$ cat config.mk
export PLATFORM = sky130hd
export DESIGN_NAME = emb_ctrl
export DESIGN_NICKNAME = d
export VERILOG_FILES = /design/src/pkg/emb_pkg.sv /design/src/logic/emb_hi_mask.sv /design/src/logic/emb_ctrl.sv
export VERILOG_INCLUDE_DIRS = /design/src /design/src/pkg
export SDC_FILE = /design/constraint.sdc
export NUM_CORES = 1
export LEC_CHECK = 0
export ABC_AREA = 1
export BUFFER_PORTS_ARGS = -buffer_cell sky130_fd_sc_hd__buf_2
export CORE_UTILIZATION = 53
export CTS_BUF_LIST = sky130_fd_sc_hd__clkbuf_4 sky130_fd_sc_hd__clkbuf_8
export DETAILED_ROUTE_END_ITERATION = 10
export PLACE_DENSITY = 0.87
export SETUP_SLACK_MARGIN = 0.02
export SLEW_MARGIN = 10
export SYNTH_ARGS = -nofsm -noshare
export SYNTH_HDL_FRONTEND = slang
export SYNTH_HIERARCHICAL = 1
export SYNTH_SLANG_ARGS = --single-unit
$ cat constraint.sdc
create_clock -name ref_clk_i -period 2.4 [get_ports ref_clk_i]
set_input_delay 0.36 -clock ref_clk_i [delete_from_list [all_inputs] [get_ports ref_clk_i]]
set_output_delay 0.36 -clock ref_clk_i [all_outputs]
set_load 0.05 [all_outputs]
$ cat src/pkg/emb_defs.svh
`ifndef EMB_DEFS_SVH
`define EMB_DEFS_SVH

// control register a
`define EMB_CTRLA_ENABLE_BIT   7
`define EMB_CTRLA_LIMIT_HI     6
`define EMB_CTRLA_LIMIT_LO     4
`define EMB_CTRLA_UPPER_WS_HI  3
`define EMB_CTRLA_UPPER_WS_LO  2
`define EMB_CTRLA_LOWER_WS_HI  1
`define EMB_CTRLA_LOWER_WS_LO  0
`define EMB_CTRLA_RESET        8'h00
// control register b
`define EMB_CTRLB_KEEPER_BIT   7
`define EMB_CTRLB_MASK_HI      2
`define EMB_CTRLB_MASK_LO      0
`define EMB_CTRLB_RESET        8'h00
// memory map
`define EMB_INT_TOP            16'h21ff
`define EMB_EXT_BASE           16'h2200
// timing
`define EMB_CLK_PERIOD_NS      25
`define EMB_WAIT_MAX_CYC       3'd3

`endif

$ cat src/pkg/emb_pkg.sv
package emb_pkg;
  typedef enum logic [5:0] {
    EMB_IDLE   = 6'b000001,
    EMB_ADDR   = 6'b000010,
    EMB_STROBE = 6'b000100,
    EMB_WAIT   = 6'b001000,
    EMB_HOLD   = 6'b010000,
    EMB_TAIL   = 6'b100000
  } emb_state_e;

  typedef logic [1:0] emb_wait_t;
endpackage : emb_pkg

$ cat src/logic/emb_hi_mask.sv
`timescale 1ns/1ps
`default_nettype none
`include "emb_defs.svh"

// per-pin release of high address lines to normal port use
module emb_hi_mask #(
  parameter int W = 8
) (
  input  wire logic [2:0]   mask_code_i,
  input  wire logic         enable_i,
  input  wire logic [W-1:0] bus_val_i,
  input  wire logic [W-1:0] port_val_i,
  input  wire logic [W-1:0] port_dir_i,
  output logic      [W-1:0] pin_o,
  output logic      [W-1:0] pin_oe_o
);
  logic [W-1:0] released;

  always_comb begin
    released = '0;
    for (int i = 0; i < W; i++) begin
      if (mask_code_i != 3'h0 && i >= W - int'(mask_code_i)) begin
        released[i] = 1'b1;
      end
    end
    for (int i = 0; i < W; i++) begin
      if (enable_i && !released[i]) begin
        pin_o[i]    = bus_val_i[i];
        pin_oe_o[i] = 1'b1;
      end else begin
        pin_o[i]    = port_val_i[i];
        pin_oe_o[i] = port_dir_i[i];
      end
    end
  end
endmodule : emb_hi_mask

`default_nettype wire

$ cat src/logic/emb_ctrl.sv
`timescale 1ns/1ps
`default_nettype none
`include "emb_defs.svh"

module emb_ctrl
  import emb_pkg::*;
#(
  parameter int HI_W = 8
) (
  input  wire logic            ref_clk_i,
  input  wire logic            rst_n_i,
  // configuration
  input  wire logic [7:0]      ext_mem_ctrl_a_i,
  input  wire logic [7:0]      ext_mem_ctrl_b_i,
  // cpu side
  input  wire logic            req_i,
  input  wire logic            we_i,
  input  wire logic [15:0]     addr_i,
  input  wire logic [7:0]      wdata_i,
  input  wire logic            next_ram_i,
  output logic                 ext_o,
  output logic                 busy_o,
  output logic                 rdata_valid_o,
  output logic [7:0]           rdata_o,
  // port fallback settings
  input  wire logic [7:0]      lo_port_val_i,
  input  wire logic [7:0]      lo_port_dir_i,
  input  wire logic [HI_W-1:0] hi_port_val_i,
  input  wire logic [HI_W-1:0] hi_port_dir_i,
  input  wire logic [2:0]      ctl_port_val_i,
  input  wire logic [2:0]      ctl_port_dir_i,
  // pins
  input  wire logic [7:0]      muxed_addr_data_bus_i,
  output logic [7:0]           muxed_addr_data_bus_o,
  output logic [7:0]           muxed_addr_data_bus_oe_o,
  output logic [7:0]           muxed_pullup_o,
  output logic [HI_W-1:0]      high_addr_bus_o,
  output logic [HI_W-1:0]      high_addr_bus_oe_o,
  output logic                 ale_o,
  output logic                 rd_n_o,
  output logic                 wr_n_o,
  output logic [2:0]           ctl_oe_o
);
  import emb_pkg::*;

  typedef struct packed {
    emb_state_e  st;
    logic        ext;
    logic        we;
    logic [15:0] addr;
    logic [7:0]  wdata;
    logic [7:0]  rdata;
    logic        rvalid;
    logic [2:0]  cnt;
    emb_wait_t   ws;
    logic [7:0]  lo_out;
    logic        lo_drive;
    logic [7:0]  keep;
    logic        ale;
    logic        rd;
    logic        wr;
  } emb_state_s;

  emb_state_s q, next_q;

  // ==========================================================
  // configuration decode
  logic       enable;
  logic       keeper_en;
  logic [2:0] sec_limit;
  logic       upper_sector;
  emb_wait_t  sel_ws;
  logic       is_ext;

  assign enable    = ext_mem_ctrl_a_i[`EMB_CTRLA_ENABLE_BIT];
  assign keeper_en = ext_mem_ctrl_b_i[`EMB_CTRLB_KEEPER_BIT];
  assign sec_limit = ext_mem_ctrl_a_i[`EMB_CTRLA_LIMIT_HI:`EMB_CTRLA_LIMIT_LO];

  // limit 0: whole space is one (lower) sector
  assign upper_sector = (sec_limit != 3'h0) && (addr_i[15:13] >= sec_limit);
  assign sel_ws = upper_sector ?
    ext_mem_ctrl_a_i[`EMB_CTRLA_UPPER_WS_HI:`EMB_CTRLA_UPPER_WS_LO] :
    ext_mem_ctrl_a_i[`EMB_CTRLA_LOWER_WS_HI:`EMB_CTRLA_LOWER_WS_LO];

  // disabled: high addresses go nowhere, never wrap to internal
  assign is_ext = enable && (addr_i >= `EMB_EXT_BASE);

  // ==========================================================
  // access sequencer, all timing on the system clock
  always_comb begin
    next_q        = q;
    next_q.rvalid = 1'b0;
    case (q.st)
      EMB_IDLE: begin
        next_q.ale = 1'b0;
        if (req_i && enable) begin
          next_q.ext      = is_ext;
          next_q.we       = we_i;
          next_q.addr     = addr_i;
          next_q.wdata    = wdata_i;
          next_q.ws       = sel_ws;
          next_q.lo_out   = addr_i[7:0];
          next_q.lo_drive = 1'b1;
          next_q.ale      = 1'b1;
          next_q.st       = EMB_ADDR;
        end
      end
      EMB_ADDR: begin
        // latch strobe falls on the same edge that the address leaves the bus
        next_q.ale = 1'b0;
        next_q.cnt = 3'h0;
        if (q.we) begin
          next_q.lo_out = q.wdata;
        end else begin
          next_q.lo_drive = 1'b0;
        end
        next_q.rd = q.ext && !q.we;
        next_q.wr = q.ext && q.we;
        next_q.st = EMB_STROBE;
      end
      EMB_STROBE: begin
        // ws 01/10 stretch by one/two cycles
        if (q.ws != 2'b00 && q.ws != 2'b11 && q.cnt < {1'b0, q.ws}) begin
          next_q.cnt = q.cnt + 3'h1;
        end else if (q.ws == 2'b11 && q.cnt < 3'h2) begin
          next_q.cnt = q.cnt + 3'h1;
        end else begin
          if (!q.we) begin
            next_q.rdata  = q.ext ? muxed_addr_data_bus_i : 8'h00;
            next_q.rvalid = 1'b1;
          end
          next_q.rd = 1'b0;
          next_q.wr = 1'b0;
          next_q.st = (q.ws == 2'b11) ? EMB_HOLD : EMB_TAIL;
        end
      end
      EMB_HOLD: begin
        next_q.st = EMB_TAIL;
      end
      EMB_TAIL: begin
        next_q.lo_drive = 1'b0;
        // trailing latch pulse only ahead of a ram access
        next_q.ale = next_ram_i;
        next_q.st  = EMB_IDLE;
      end
      default: begin
        next_q.st = EMB_IDLE;
      end
    endcase
    if (q.lo_drive) begin
      next_q.keep = q.lo_out;
    end
    if (!enable) begin
      next_q.st       = EMB_IDLE;
      next_q.ale      = 1'b0;
      next_q.rd       = 1'b0;
      next_q.wr       = 1'b0;
      next_q.lo_drive = 1'b0;
    end
  end

  always_ff @(posedge ref_clk_i) begin
    if (!rst_n_i) begin
      q          <= '0;
      q.st       <= EMB_IDLE;
      q.ws       <= 2'b00;
    end else begin
      q <= next_q;
    end
  end

  // ==========================================================
  // pin multiplexing
  always_comb begin
    if (enable) begin
      // latch strobe low for whole data phase
      ale_o  = q.ale;
      rd_n_o = !q.rd;
      wr_n_o = !q.wr;
      ctl_oe_o = 3'b111;
      if (q.lo_drive) begin
        muxed_addr_data_bus_o    = q.lo_out;
        muxed_addr_data_bus_oe_o = 8'hff;
      end else if (keeper_en) begin
        muxed_addr_data_bus_o    = q.keep;
        muxed_addr_data_bus_oe_o = 8'h00;
      end else begin
        muxed_addr_data_bus_o    = 8'h00;
        muxed_addr_data_bus_oe_o = 8'h00;
      end
    end else begin
      ale_o  = ctl_port_val_i[0];
      rd_n_o = ctl_port_val_i[1];
      wr_n_o = ctl_port_val_i[2];
      ctl_oe_o = ctl_port_dir_i;
      muxed_addr_data_bus_o    = lo_port_val_i;
      muxed_addr_data_bus_oe_o = lo_port_dir_i;
    end
    // pull-up on any input bit whose port bit is one
    muxed_pullup_o = lo_port_val_i & ~muxed_addr_data_bus_oe_o;
  end

  emb_hi_mask #(
    .W (HI_W)
  ) u_hi_mask (
    .mask_code_i (ext_mem_ctrl_b_i[`EMB_CTRLB_MASK_HI:`EMB_CTRLB_MASK_LO]),
    .enable_i    (enable),
    .bus_val_i   (q.addr[8 +: HI_W]),
    .port_val_i  (hi_port_val_i),
    .port_dir_i  (hi_port_dir_i),
    .pin_o       (high_addr_bus_o),
    .pin_oe_o    (high_addr_bus_oe_o)
  );

  assign ext_o         = q.ext;
  assign busy_o        = (q.st != EMB_IDLE);
  assign rdata_valid_o = q.rvalid;
  assign rdata_o       = q.rdata;
endmodule : emb_ctrl

`default_nettype wire

-- Yosys cells after proc, flatten, opt, wreduce, memory -nomap -nowiden
Cells that the tools add are included.
- add/sub/neg operators: 2
- order comparisons: 12
- equality and inequality tests: 14
- mux-type cells: 54
- bitwise logic cells: 7
- reductions and logical operators: 50
- operators with widths (kind ; number):
    4-bit by 32-bit greater-or-equal comparator with 1-bit output (first input constant) ; 4
    3-bit by 32-bit greater-or-equal comparator with 1-bit output (first input constant) ; 2
    8-bit 2-to-1 mux ; 7
    1-bit by 32-bit greater-or-equal comparator with 1-bit output (first input constant) ; 1
    2-bit by 32-bit greater-or-equal comparator with 1-bit output (first input constant) ; 1
    32-bit 2-to-1 mux ; 1
    1-bit 2-to-1 mux ; 30
    1-bit logical AND ; 24
    6-bit one-hot mux with 4 select lines ; 1
    6-bit 2-to-1 mux ; 3
    16-bit by 14-bit greater-or-equal comparator with 1-bit output (second input constant) ; 1
    8-bit one-hot mux with 2 select lines ; 1
    2-bit inequality test (second input constant) ; 6
    3-bit AND reduction ; 4
    1-bit logical NOT ; 11
    3-bit 2-to-1 mux ; 3
    9-bit 2-to-1 mux ; 1
    3-bit nonzero test ; 3
    8-bit AND ; 1
    8-bit inverter ; 1
    6-bit by 1-bit equality test with 1-bit output (second input constant) ; 1
    6-bit by 2-bit equality test with 1-bit output (second input constant) ; 1
    6-bit by 3-bit equality test with 1-bit output (second input constant) ; 1
    6-bit by 5-bit equality test with 1-bit output (second input constant) ; 1
    other kinds (18) ; 29
- bits in registers: 66
- logic and storage cells: 154

-- Logic depth before layout (Yosys ltp)
- depth in word-level cells: 7
- gate-level depth with buffers: 10

-- Modules after synthesis
The synthesis kept the hierarchy.
- by module, submodules not included (module ; instances ; cells each ; area each (um^2) ; seq. area each (um^2)):
    emb_ctrl ; 1 ; 460 ; 3005.4 ; 1141.1
    emb_hi_mask ; 1 ; 70 ; 347.8 ; 0.0

-- Worst setup path before layout
No wires, ideal clock.
- path kind: reg-to-output
- from: reg q[11] in the netlist's numbering
- to: out muxed_pullup_o[0]
- arrival time: 1712 ps
- required time: 2040 ps
- path slack: 328 ps
- cell stages (with the launch flop): 5
- path buffers: 1
- path through: dfxtp_1 buf_2 nand2_1 nand2_1 nor2_1
- longest elaborated chain between the ends: 4
- RTL lines (element ; line ; text):
    start, declared ; emb_ctrl.sv:64 ; emb_state_s q, next_q;
    start signal, assigned ; emb_ctrl.sv:168 ; q <= next_q;
    8-bit 2-to-1 mux ; emb_ctrl.sv:181 ; if (q.lo_drive) begin
    8-bit 2-to-1 mux ; emb_ctrl.sv:175 ; if (enable) begin
    named net muxed_addr_data_bus_oe_o[0] ; emb_ctrl.sv:35 ; output logic [7:0] muxed_addr_data_bus_oe_o,
    8-bit inverter ; emb_ctrl.sv:200 ; muxed_pullup_o = lo_port_val_i & ~muxed_addr_data_bus_oe_o;
    8-bit AND ; emb_ctrl.sv:200 ;
    end, declared ; emb_ctrl.sv:36 ; output logic [7:0] muxed_pullup_o,
The timed path passes the listed nets, and every way through them passes these cells.

-- Worst setup path in the final report
- from: in ext_mem_ctrl_b_i[0]
- to: out high_addr_bus_o[0]
- longest elaborated chain between the ends: 7
- elaborated cells on any way between the ends: 8
- RTL lines (element ; line ; text):
    start, declared ; emb_ctrl.sv:14 ; input wire logic [7:0] ext_mem_ctrl_b_i,
    4-bit by 3-bit subtractor with 5-bit output ; emb_hi_mask.sv:22 ; if (mask_code_i != 3'h0 && i >= W - int'(mask_code_i)) begin
    1-bit by 32-bit greater-or-equal comparator with 1-bit output ; emb_hi_mask.sv:22 ;
    1-bit logical AND * ; emb_hi_mask.sv:22 ;
    1-bit 2-to-1 mux * ; emb_hi_mask.sv:22 ;
    1-bit logical NOT * ; emb_hi_mask.sv:27 ; if (enable_i && !released[i]) begin
    1-bit logical AND * ; emb_hi_mask.sv:27 ;
    1-bit 2-to-1 mux * ; emb_hi_mask.sv:27 ;
    end, declared ; emb_ctrl.sv:37 ; output logic [HI_W-1:0] high_addr_bus_o,
Every way passes the cells marked *; elsewhere a longest branch is shown, timed or not.

==> out/metrics.sh <==
OUTCOME='finished, final reports clean'
WORSTREGTOREGCELLS=8
CLOCK_SINK_COUNT=57
DRT-PASS1-ITER-COUNT=4
GRT_PASS1_WL_UM=12920
DETAIL_ROUTE.DRC_VIOLATIONS=0
H-TREE-DEPTH=3
CELLINTERNALPOWER_W=0.001758
AREA_OF_THE_DIE_UM2=6649
POWER.NET_SWITCHING_W=0.0008316
GR-USAGE-ALL-LAYERS_PCT=25.37
CLK_PATH_BUF_DEPTH=2
YS_SEQ_ELEMENTS=57
POWER_LEAKAGE_nW=2.423
POST-ROUTE-MIN-PERIOD_NS=2.147
REQUIRED_NS=2.04
CRIT_PATH_START_KIND='input port'
SYNTH_LARGEST_TYPE_AREA_FRACTION_PCT=34.03
CTS_ROOT_CELL='sky130_fd_sc_hd__clkbuf_8'
DRTANTENNAVIOLNETS=0
UTILIZATION_PCT=69.98
SYNTH-SEQ-AREA-SHARE_PCT=34.03
POST-PLACE-WS_NS=0.2677
FIRST_GLOBAL_VIAS=3176
POSTROUTEWIRELENGTH_UM=8206
RELSLEWSLACK_PCT=65.22
DIE_X_UM=81.54
SHARE_SEQ_OF_TOTAL_POWER_PCT=39.4
UNREPAIRED_SETUP_ENDPOINTS_AFTER_GLOBAL_ROUTING='false'
TIMING.HOLD.WORST.CLASS='input port to register'
AREA_GROWTH_PCT=25.75
SETUP.WORST_PATH.END='high_addr_bus_o[0]'
FINAL_NET_COUNT=761
SETUP_TOTAL_NEGATIVE_SLACK_NS=0
CORE-AREA_UM2=6026
POWER.COMBINATIONAL.FRACTION_PCT=24.0
HIGHEST_ATTAINABLE_CLOCK_FREQUENCY_GHz=0.4658
SYNTH_FP_NETS=630
TRITONCTS.NUM_BUFFERS=9
MOSTFREQUENTLAYOUTCELLS='sky130_fd_sc_hd__buf_2 (143), sky130_fd_sc_hd__nand2_1 (138), sky130_fd_sc_hd__nor2_1 (90)'
GRT_ANTENNA_BEFORE_REPAIR=0
POWER_PER_CELL_AREA_nW_PER_UM2=614.2
PORT_BUFFERS=143
SETUP_VIOL=0
CLK_PIN_SLEW_WORST_PATHS_NS=0.06
DR_TOTAL_VIAS=3597
FINAL_LAYOUT_SIZE_SUFFIX_GT1_SHARE_PCT=28.68
ARRIVAL_NS=1.79
WL_PER_CELL_UM=11.07
SYN_AVG_CELL_AREA_UM2=6.327
HIGHEST_IR_DROP_SEEN_ON_VDD_V=0.0003640
GRT_START_MAX_NET_PINS=23
NUMBER_OF_DIFFERENT_LIBRARY_CELLS_IN_THE_POST_SYNTHESIS_NETLIST=34
WORST-PATH-MAX-FANOUT=5
NUM_IO_PINS=148
DIE_H_UM=81.54
PLACE.GP.CONGESTION=0.8481
INITIALDRTVIOLATIONCOUNT=157
CLOCK-SKEW-FINAL_NS=0.005188
FLOORPLAN.ROWS=28
INSERTEDDIODECOUNT=0
WORST_CASE_SETUP_MARGIN_IN_THE_FINAL_LAYOUT_NS=0.2533
FINAL_HOLD_VIOL_COUNT=0
GLOBAL_ROUTE.OVERFLOW_TOTAL=0
CLOCK_POWER_SHARE_PCT=36.7
TRITONCTS='built'
YS_TOP_CELLS_BY_AREA='sky130_fd_sc_hd__dfxtp_1 (34%), sky130_fd_sc_hd__nand2_1 (15%), sky130_fd_sc_hd__nor2_1 (10%)'
CLOCK_INSERTION_DELAY_WORST_SKEW_NS=0.33
MAX_SLEW.WORST_PIN.SLEW_NS=0.5212
SYNTH_LARGEST_AREA_CELL='sky130_fd_sc_hd__dfxtp_1'
SLEW_VIOLATIONS=0
FLOORPLAN.INITIALDENSITY_PCT=55.65
CRITPATHCAPTURETYPE='output port'
CTS.REPAIR_TIMING.SETUP_BUFFER_COUNT=0
VIAS_PER_CELL=4.854
STARTPOINT='ext_mem_ctrl_b_i[0]'
LAYOUT_WORST_PATH_CYCLE_SHARE_PCT=89.45
MAX_CAP_VIOLATIONS=0
REGTOREGSTARTPOINT='q[65]'
WORSTREG2REGEND='q[15]'
REG2REG_SLACK_NS=0.62
CELL_COUNT_AFTER_SYNTHESIS=530
POST_SYNTH_INSTANCE_AREA_UM2=3353
DETAILED_PLACE_HPWL_UM=6220
SW_FRAC_OF_TOTAL_PCT=32.11
TIMING_WORST_SETUP_PATH_TYPE='input port to output port'
LAYOUT_COMMONEST_CELL='sky130_fd_sc_hd__buf_2'
YOSYSWARNINGS=6
==> worst min-delay path by stage <==
| stage | start | endpoint | slack (ns) | cells after the start |
|---|---|---|---|---|
| 2_1_floorplan | q[34] | q[34] | 0.42 | 2 |
| 3_3_place_gp | q[41] | q[41] | 0.44 | 2 |
| 3_5_place_dp | q[36] | q[36] | 0.45 | 2 |
| 4_1_cts | wdata_i[3] | q[37] | 0.24 | 3 |
| 5_1_grt | addr_i[8] | q[50] | 0.26 | 3 |
| 6_report | wdata_i[6] | q[40] | 0.25 | 3 |
==> power groups by stage <==
stage	logic (W)	registers, W	clock network, W
final	0.000621	0.00102	0.000949
after global routing	0.000680	0.00102	0.00100
after CTS	0.000623	0.00102	0.000962
after detailed placement	0.000618	0.00104	0
after global placement	0.000603	0.00104	0
after floorplan	0.000457	0.00103	0
==> layout make-up <==
class	count	area (um^2)
fill	541	1809
multi-input combinational	370	1729
sequential	57	1142
timing repair buffer	146	738.2
inverter	77	297.8
clock buffer	14	180.2
tap	75	93.84
clock inverter	2	35.03
==> flip-flops by register name, summed over array words and instances, names as in the netlist <==
name / count
ext_o: 1
rdata_valid_o: 1
rdata_o: 8
q: 47
==> critical path, cell delays in order <==
cell,delay (ns)
sky130_fd_sc_hd__buf_2,0.08
sky130_fd_sc_hd__inv_1,0.08
sky130_fd_sc_hd__ha_1,0.21
sky130_fd_sc_hd__ha_1,0.33
sky130_fd_sc_hd__inv_1,0.08
sky130_fd_sc_hd__nand3_1,0.11
sky130_fd_sc_hd__nand2_1,0.14
sky130_fd_sc_hd__nand3_1,0.08
sky130_fd_sc_hd__nand2_1,0.06
sky130_fd_sc_hd__buf_2,0.25
==> repair_timing <==
action	in CTS	in global routing
setup endpoints to repair	0	5
hold buffers	0	0
resized for setup	0	2
==> cell usage after synthesis <==
cell,count
sky130_fd_sc_hd__nor3_2,1
sky130_fd_sc_hd__nor3_1,1
sky130_fd_sc_hd__ha_1,9
sky130_fd_sc_hd__o21ai_2,1
sky130_fd_sc_hd__or2_2,3
sky130_fd_sc_hd__inv_1,71
sky130_fd_sc_hd__o21ai_0,40
sky130_fd_sc_hd__buf_1,1
sky130_fd_sc_hd__nand3b_1,1
sky130_fd_sc_hd__buf_6,4
sky130_fd_sc_hd__clkbuf_8,1
sky130_fd_sc_hd__nor2_4,2
sky130_fd_sc_hd__nand3_1,32
sky130_fd_sc_hd__or2_1,3
sky130_fd_sc_hd__inv_2,4
sky130_fd_sc_hd__nor2_2,3
sky130_fd_sc_hd__clkbuf_1,3
sky130_fd_sc_hd__nand3_2,1
sky130_fd_sc_hd__nor2_8,1
sky130_fd_sc_hd__clkinv_1,1
sky130_fd_sc_hd__buf_4,12
sky130_fd_sc_hd__nand3_4,1
sky130_fd_sc_hd__nand2_4,2
sky130_fd_sc_hd__a21oi_1,27
sky130_fd_sc_hd__nor3b_1,1
sky130_fd_sc_hd__a31oi_1,2
sky130_fd_sc_hd__buf_2,5
sky130_fd_sc_hd__dfxtp_1,57
sky130_fd_sc_hd__nand4_1,1
sky130_fd_sc_hd__nor2_1,90
sky130_fd_sc_hd__nand2_1,138
sky130_fd_sc_hd__o21ai_1,3
sky130_fd_sc_hd__nand2_2,7
sky130_fd_sc_hd__clkinv_4,1
==> stage by stage <==
stage	hold WS [ns]	instance area (um^2)	cells	power, W
6_report	0.2463	4217	741	0.002590
3_3_place_gp	0.4351	3996	725	0.001640
4_1_cts	0.2358	4212	741	0.002604
3_5_place_dp	0.4452	3996	725	0.001657
2_1_floorplan	0.4246	3353	530	0.001488
5_1_grt	0.2555	4217	741	0.002708
==> cells by family after synthesis <==
logic type | share of synthesized area [%]
fa+ha+maj | 3.358
buf+inv | 14.40
simple gates | 37.13
compound gates | 11.08
flops | 34.03
==> metal layers <==
metal	part of all wire, %	vias to the layer above	track usage [%]
li1	-	1887	-
met1	43	1567	26.48
met2	49	126	47.17
met3	5.3	17	4.778
met4	2.2	0	14.29
met5	0	-	0
Note: power is estimated with default switching activity, not from simulation.
